File: config.mk
export PLATFORM = sky130hd
export DESIGN_NAME = sail_regs
export DESIGN_NICKNAME = d
export VERILOG_FILES = /design/src/core/sail_pkg.sv /design/src/core/sail_flag.sv /design/src/core/sail_regs.sv
export VERILOG_INCLUDE_DIRS = /design/src /design/src/core
export SDC_FILE = /design/constraint.sdc
export NUM_CORES = 1
export LEC_CHECK = 0
export BUFFER_PORTS_ARGS = -buffer_cell sky130_fd_sc_hd__buf_2
export CELL_PAD_IN_SITES_DETAIL_PLACEMENT = 2
export CELL_PAD_IN_SITES_GLOBAL_PLACEMENT = 2
export CORE_ASPECT_RATIO = 2
export CORE_MARGIN = 2
export CORE_UTILIZATION = 15
export CTS_CLUSTER_SIZE = 8
export DETAILED_ROUTE_END_ITERATION = 8
export GPL_ROUTABILITY_DRIVEN = 1
export GPL_TIMING_DRIVEN = 1
export PLACE_DENSITY = 0.88
export SLEW_MARGIN = 20
export SYNTH_ARGS = -nofsm -noshare
export SYNTH_HDL_FRONTEND = slang
export SYNTH_SLANG_ARGS = --single-unit
File: constraint.sdc
create_clock -name i_clk -period 2.7 [get_ports i_clk]
set_input_delay 0.54 -clock i_clk [delete_from_list [all_inputs] [get_ports i_clk]]
set_output_delay 0.54 -clock i_clk [all_outputs]
set_load 0.01 [all_outputs]
File: src/core/sail_cfg.svh
// Register offsets, field positions and reset values of the SGMII management slice.
`ifndef SAIL_CFG_SVH
`define SAIL_CFG_SVH

`define SAIL_IDX_EXT_STATUS    8'h0F
`define SAIL_IDX_AN_IRQ_CTRL   8'h10
`define SAIL_IDX_LOOPBACK_CTRL 8'h11
`define SAIL_ADDR_EXT_STATUS    12'h03C
`define SAIL_ADDR_AN_IRQ_CTRL   12'h040
`define SAIL_ADDR_LOOPBACK_CTRL 12'h044
`define SAIL_ADDR_MGMT_CTRL     12'h048
`define SAIL_EXT_STATUS_VALUE  16'h8000
`define SAIL_BIT_IRQ_STATUS    1
`define SAIL_BIT_IRQ_ENABLE    0
`define SAIL_BIT_LOOPBACK_POS  0
`define SAIL_BIT_LOOPBACK_EN   14
`define SAIL_RST_IRQ_ENABLE    1'b1
`define SAIL_RST_LOOPBACK_EN   1'b0

`endif

File: src/core/sail_pkg.sv
// Types shared by the SGMII management slice.
package sail_pkg;
  typedef enum logic [1:0] {
    SAIL_LB_NONE   = 2'b00,
    SAIL_LB_MAC    = 2'b01,
    SAIL_LB_SERDES = 2'b10
  } sail_loopback_type;
endpackage

File: src/core/sail_flag.sv
// One software-cleared event flag with a gating enable.
`timescale 1ns/1ps
`default_nettype none
module sail_flag (
  // Clock and reset.
  input  wire logic i_clk,
  input  wire logic i_nrst,
  // Control.
  input  wire logic i_enable,
  input  wire logic i_event,
  input  wire logic i_clear,
  // State.
  output logic      o_flag
);
  logic flag_q;

  // The event wins over a clear in the same cycle; a disabled flag is held low.
  always_ff @(posedge i_clk) begin
    if (!i_nrst) begin
      flag_q <= 1'b0;
    end else if (!i_enable) begin
      flag_q <= 1'b0;
    end else if (i_event) begin
      flag_q <= 1'b1;
    end else if (i_clear) begin
      flag_q <= 1'b0;
    end
  end

  assign o_flag = flag_q;
endmodule
`default_nettype wire

File: src/core/sail_regs.sv
// APB register slice: extended status, auto-negotiation interrupt and loopback location.
//
// Our own choice: the APB interface to the registers.
`timescale 1ns/1ps
`default_nettype none
`include "sail_cfg.svh"
module sail_regs #(
  parameter logic LOOPBACK_LOCATION_DEFAULT_PARAM = 1'b0
) (
  // Clock and reset.
  input  wire logic        i_clk,
  input  wire logic        i_nrst,
  // APB slave.
  input  wire logic        i_psel,
  input  wire logic        i_penable,
  input  wire logic        i_pwrite,
  input  wire logic [11:0] i_paddr,
  input  wire logic [31:0] i_pwdata,
  input  wire logic [3:0]  i_pstrb,
  output logic [31:0]      o_prdata,
  output logic             o_pready,
  output logic             o_pslverr,
  // Auto-negotiation engine.
  input  wire logic        i_an_complete,
  output logic             o_autoneg_done_irq_out,
  // Loopback steering.
  output logic             o_loopback_en,
  output logic             o_loopback_pos,
  output logic [1:0]       o_loopback_mode
);
  logic        irq_enable_q;
  logic        loopback_pos_q;
  logic        loopback_en_q;
  logic        irq_status;
  logic        wr_access;
  logic        rd_access;
  logic        lo_lane;
  logic        hi_lane;
  logic        mapped;
  logic        status_clear;
  logic [15:0] rd_word;
  logic [31:0] prdata_q;
  logic        pslverr_q;

  assign wr_access = i_psel && i_penable && i_pwrite;
  assign rd_access = i_psel && i_penable && !i_pwrite;
  assign lo_lane   = i_pstrb[0];
  assign hi_lane   = i_pstrb[1];

  always_comb begin
    mapped = 1'b1;
    case (i_paddr)
      `SAIL_ADDR_EXT_STATUS,
      `SAIL_ADDR_AN_IRQ_CTRL,
      `SAIL_ADDR_LOOPBACK_CTRL,
      `SAIL_ADDR_MGMT_CTRL: mapped = 1'b1;
      default: mapped = 1'b0;
    endcase
  end

  // Interrupt enable, resets to one.
  always_ff @(posedge i_clk) begin
    if (!i_nrst) begin
      irq_enable_q <= `SAIL_RST_IRQ_ENABLE;
    end else if (wr_access && lo_lane && i_paddr == `SAIL_ADDR_AN_IRQ_CTRL) begin
      irq_enable_q <= i_pwdata[`SAIL_BIT_IRQ_ENABLE];
    end
  end

  // A written zero clears the status, as does a low interrupt enable; a written one is ignored.
  assign status_clear = wr_access && lo_lane && i_paddr == `SAIL_ADDR_AN_IRQ_CTRL
                        && !i_pwdata[`SAIL_BIT_IRQ_STATUS];

  sail_flag u_irq_flag (
    .i_clk    (i_clk),
    .i_nrst   (i_nrst),
    .i_enable (irq_enable_q),
    .i_event  (i_an_complete),
    .i_clear  (status_clear),
    .o_flag   (irq_status)
  );

  assign o_autoneg_done_irq_out = irq_status;

  // Loopback location; reset value is the static interface setting.
  always_ff @(posedge i_clk) begin
    if (!i_nrst) begin
      loopback_pos_q <= LOOPBACK_LOCATION_DEFAULT_PARAM;
    end else if (wr_access && lo_lane && i_paddr == `SAIL_ADDR_LOOPBACK_CTRL) begin
      loopback_pos_q <= i_pwdata[`SAIL_BIT_LOOPBACK_POS];
    end
  end

  // Loopback on/off lives in the management control word, bit 14.
  always_ff @(posedge i_clk) begin
    if (!i_nrst) begin
      loopback_en_q <= `SAIL_RST_LOOPBACK_EN;
    end else if (wr_access && hi_lane && i_paddr == `SAIL_ADDR_MGMT_CTRL) begin
      loopback_en_q <= i_pwdata[`SAIL_BIT_LOOPBACK_EN];
    end
  end

  assign o_loopback_en  = loopback_en_q;
  assign o_loopback_pos = loopback_pos_q;

  // Position only picks the place; the enable decides whether to loop.
  always_comb begin
    if (!loopback_en_q) begin
      o_loopback_mode = sail_pkg::SAIL_LB_NONE;
    end else if (loopback_pos_q) begin
      o_loopback_mode = sail_pkg::SAIL_LB_SERDES;
    end else begin
      o_loopback_mode = sail_pkg::SAIL_LB_MAC;
    end
  end

  always_comb begin
    rd_word = 16'h0000;
    case (i_paddr)
      `SAIL_ADDR_EXT_STATUS: rd_word = `SAIL_EXT_STATUS_VALUE;
      `SAIL_ADDR_AN_IRQ_CTRL: begin
        rd_word[`SAIL_BIT_IRQ_STATUS] = irq_status;
        rd_word[`SAIL_BIT_IRQ_ENABLE] = irq_enable_q;
      end
      `SAIL_ADDR_LOOPBACK_CTRL: rd_word[`SAIL_BIT_LOOPBACK_POS] = loopback_pos_q;
      `SAIL_ADDR_MGMT_CTRL: rd_word[`SAIL_BIT_LOOPBACK_EN] = loopback_en_q;
      default: rd_word = 16'h0000;
    endcase
  end

  // Read data is registered during the setup cycle; access completes in one cycle.
  always_ff @(posedge i_clk) begin
    if (!i_nrst) begin
      prdata_q <= 32'h0000_0000;
    end else if (i_psel && !i_penable && !i_pwrite) begin
      prdata_q <= {16'h0000, rd_word};
    end
  end

  always_ff @(posedge i_clk) begin
    if (!i_nrst) begin
      pslverr_q <= 1'b0;
    end else if (i_psel && !i_penable) begin
      pslverr_q <= !mapped;
    end
  end

  assign o_prdata  = prdata_q;
  assign o_pready  = 1'b1;
  assign o_pslverr = i_psel && i_penable && pslverr_q;
endmodule
`default_nettype wire

Word level (Yosys, flattened, before mapping) --
Index checks and enable logic that the tools add are counted.
Word-level totals: register bits 9, bits of input ports 54, output and inout port bits 39, logic and storage cells 37
Operators by class: equal/unequal tests 4, mux-type cells 9, reductions and logical operators 18
Operators with widths (count):
- equality test 12 x 7 -> 1 bit, second input constant | 3
- equality test 12 x 6 -> 1 bit, second input constant | 1
- logical AND 1 bit | 11
- two-way mux 1 bit | 6
- logical NOT 1 bit | 4
- two-way mux 2 bit | 2
- OR reduction 4 bit | 1
- case mux 1 bit (2 select lines) | 1
- AND reduction 2 bit | 1
- nonzero test 2 bit | 1

Depth between registers and ports, before layout --
depth after elaboration 7, mapped depth 4, mapped depth without buffers 4

Cells and area by module --
Synthesis repeated with hierarchy kept, for this count alone.
Second synthesis, totals: cells, all modules 89, area total of the unflattened synthesis 754.5 sq um
Modules (own cells, without submodules):
- sail_regs | times used 1, cells an instance 86, area an instance 718.2 sq um, seq. area each 160.2 sq um
- sail_flag | times used 1, cells an instance 3, area an instance 36.3 sq um, seq. area each 20.0 sq um

Worst setup path before layout --
Ideal clock, no wire load.
path type input-to-reg, from input port i_paddr[11], to register irq_enable_q, setup time 0.123 ns, arrival 1.694 ns, data required time 2.577 ns, setup slack 0.883 ns, stages 4, cell sequence or4_4 > nor4_4 > and4b_1 > a31oi_1
Between the ends: longest elaborated chain between the ends 2
RTL lines:
- from (decl) | line sail_regs.sv:17 | input wire logic [11:0] i_paddr,
- equality test 12 x 7 -> 1 bit
- logical AND 1 bit (no source line)
- to (signal assigned) | line sail_regs.sv:64 | irq_enable_q <= `SAIL_RST_IRQ_ENABLE;
- to (signal assigned) | line sail_regs.sv:66 | irq_enable_q <= i_pwdata[`SAIL_BIT_IRQ_ENABLE];
- to (decl) | line sail_regs.sv:31 | logic irq_enable_q;
Every way passes these cells. A chain may end at the register's enable or synchronous reset.

Worst setup path after layout --
Ends and elaborated chain as after synthesis.

==> out/metrics.cfg <==
[run_status]
outcome = finished clean

[detailed_routing]
first_pass_iters = 3
wl_per_cell_microns = 11.2
drc_errors = 0
routed-via-count = 703
finalWirelength_mm = 2.03
ant_nets = 0
viasPerCell = 3.86
drt_iter0_markers = 2

[critical_path]
arrival_ns = 1.91
r2r_start = irq_enable_q
critPathBufInv = 1
crit_required_ns = 2.81
crit_slowest_cell = or4_4
r2r_slack_ns = 1.78
critPathKind = in -> reg
crit_chain = buf_2, or4_4, nor4_4, and4b_1, a31oi_1
timing.rr.end = o_prdata[0]
critPathTopFamily = simple AND/OR/NAND/NOR gates
worst_setup_path_start_kind = input port
slowest_delay_ns = 0.57
cp-end-kind = register
r2r_cells = 4
worstPathMaxFanout = 6

[pwr]
ir_drop_uv = 143
p_leak_nw = 0.464
p_total_mw = 0.351
p_per_area_mw_per_mm2 = 387

[clock_network]
tritoncts = yes
clock-root-buffer = clkbuf_8
cts.reportedPaths.clkPinSlew_ns = 0.04
cts.sinks = 9
cts_resized = 0
cts_setup_buffers = 0
htreeDepth = 1
clock_latency_ns = 0.23
cts_hold_buf = 0
cts_made_buffers = 3
cts_buffer_depth = 2

[synth]
ys.flop_type = dfxtp_1
ys_seq_area_share_pct = 24.0
synth-edff-count = 0
async_flop_share_pct = 0
synth_area_sq_um = 752
yosysUniqueCellTypes = 30
synth.ff_latch_count = 9
synth_warnings = 0
syn_area_per_cell_sq_um = 8.17
syn_inst = 92

[timing]
clock_skew_ns = 0.000220
period_share_pct = 66.8
grt_setup_unrepaired = no
tns_ns = 0
finalSetupViolCount = 0
timing.fmax_ghz = 0.554
post-route-min-period_ns = 1.80
slew_viol_final = 0
hold_viol = 0

[floorplanning]
start_util_pct = 15.5
die_w_microns = 54.1
die_height_microns = 104
io_pins = 93
fp-row-count = 36
core_sq_mm = 0.00486
die-area_sq_mm = 0.00563

[hold_path]
hold_start = o_prdata[1]
min_path_cells = 2
holdPathEnd = o_prdata[1]
hold_path.class = reg -> reg

[global_route]
grt_max_degree = 13
grt_pass1_wl_mm = 3.23
grt_pass1_vias = 724
overflow = 0
grt_antenna_before_repair = 0
grt_usage_pct = 7.79

[finish]
final_cell_mix = buf_2 (32), conb_1 (29), nand2_1 (9), dfxtp_1 (9)
area_delta_synth_final_pct = 20.6
final_common_cell = buf_2
fin_cells = 182
fin_nets = 180
drive_above_1_share_pct = 32.0
design_area_sq_um = 907
antennaDiodeCount = 0

[place]
dpl.hpwl_mm = 1.82
numPortBuffers = 32
post-place-cells = 178
gp_congestion = 0.689
placed_area_sq_um = 862

[run]
maxCapViolations = 0

logic make-up (layout without fill, tap and decap cells):
group	after synthesis	after routing	share of synthesized area, %
AND/OR/NAND/NOR	35	35	31.1
buffers and inverters	32	38	30.6
AO/OA/AOI/OAI	13	13	12.0
flip-flops	9	9	24.0
other	2	29	0.999
multiplexers	1	1	1.33
registers in the layout, indices dropped and copies added, names as in the netlist:
signal,flops
irq_enable_q,1
o_loopback_pos,1
o_loopback_en,1
o_prdata,4
pslverr_q,1
u_irq_flag.o_flag,1
Yosys cell counts, types with 2 or more instances:
cell	instances	area [sq um]
o21ai_0	2	10.0
buf_4	29	218
dfxtp_1	9	180
nor2b_1	3	18.8
nor4_4	2	42.5
nand2b_1	2	12.5
nor2_1	4	15.0
a21oi_1	3	15.0
inv_1	2	7.51
a21boi_0	2	15.0
nand2_1	9	33.8
conb_1	2	7.51
nand3_1	4	20.0
nand4_1	2	12.5
a21boi_1	2	15.0
power breakdown:
group	switching, mW	internal (mW)	leakage, nW
combinational	0.0396	0.0196	0.368
sequential	0.00153	0.136	0.0731
clock	0.0523	0.103	0.0228
total	0.0935	0.258	0.464
cell type report:
class                           count  area (sq um)
Clock buffer                        4          45.0
Fill cell                         599          3960
Inverter                            2          7.51
Multi-Input combinational cell     78           443
Sequential cell                     9           180
Tap cell                           57          71.3
Timing Repair Buffer               32           160
per-layer routing:
layer	up-vias	wire, microns	GRT usage (%)
met5	-	0	0
met4	0	21	2.68
met3	2	292	3.59
met2	51	1160	15.0
li1	324	-	-
met1	326	561	6.21
worst max path at each step:
stage	from	end	slack, ns	depth (start not counted)
3_5_place_dp	i_paddr[11]	o_prdata[0]	0.64	5
4_1_cts	i_paddr[11]	o_prdata[0]	0.88	5
5_1_grt	i_paddr[11]	o_prdata[0]	0.82	5
3_3_place_gp	i_paddr[11]	irq_enable_q	0.66	5
6_report	i_paddr[11]	irq_enable_q	0.90	5
2_1_floorplan	i_paddr[11]	irq_enable_q	0.88	4
through the flow:
| stage | setup slack (ns) | utilization, % | hold slack (ns) |
|---|---|---|---|
| floorplan | 0.883 | - | 0.447 |
| global placement | 0.658 | 17.7 | 0.446 |
| detailed placement | 0.637 | 17.7 | 0.452 |
| CTS | 0.876 | 18.6 | 0.458 |
| global route | 0.819 | 18.6 | 0.479 |
| finish | 0.896 | 18.6 | 0.455 |
worst register-to-register path, delay by kind of cell (launching register included):
kind	cells	cell delay, ns
buffers and inverters	1	0.07
flip-flops	1	0.33
AND/OR/NAND/NOR	1	0.10
AO/OA/AOI/OAI	2	0.35
Power figures use the tool's default switching activity.
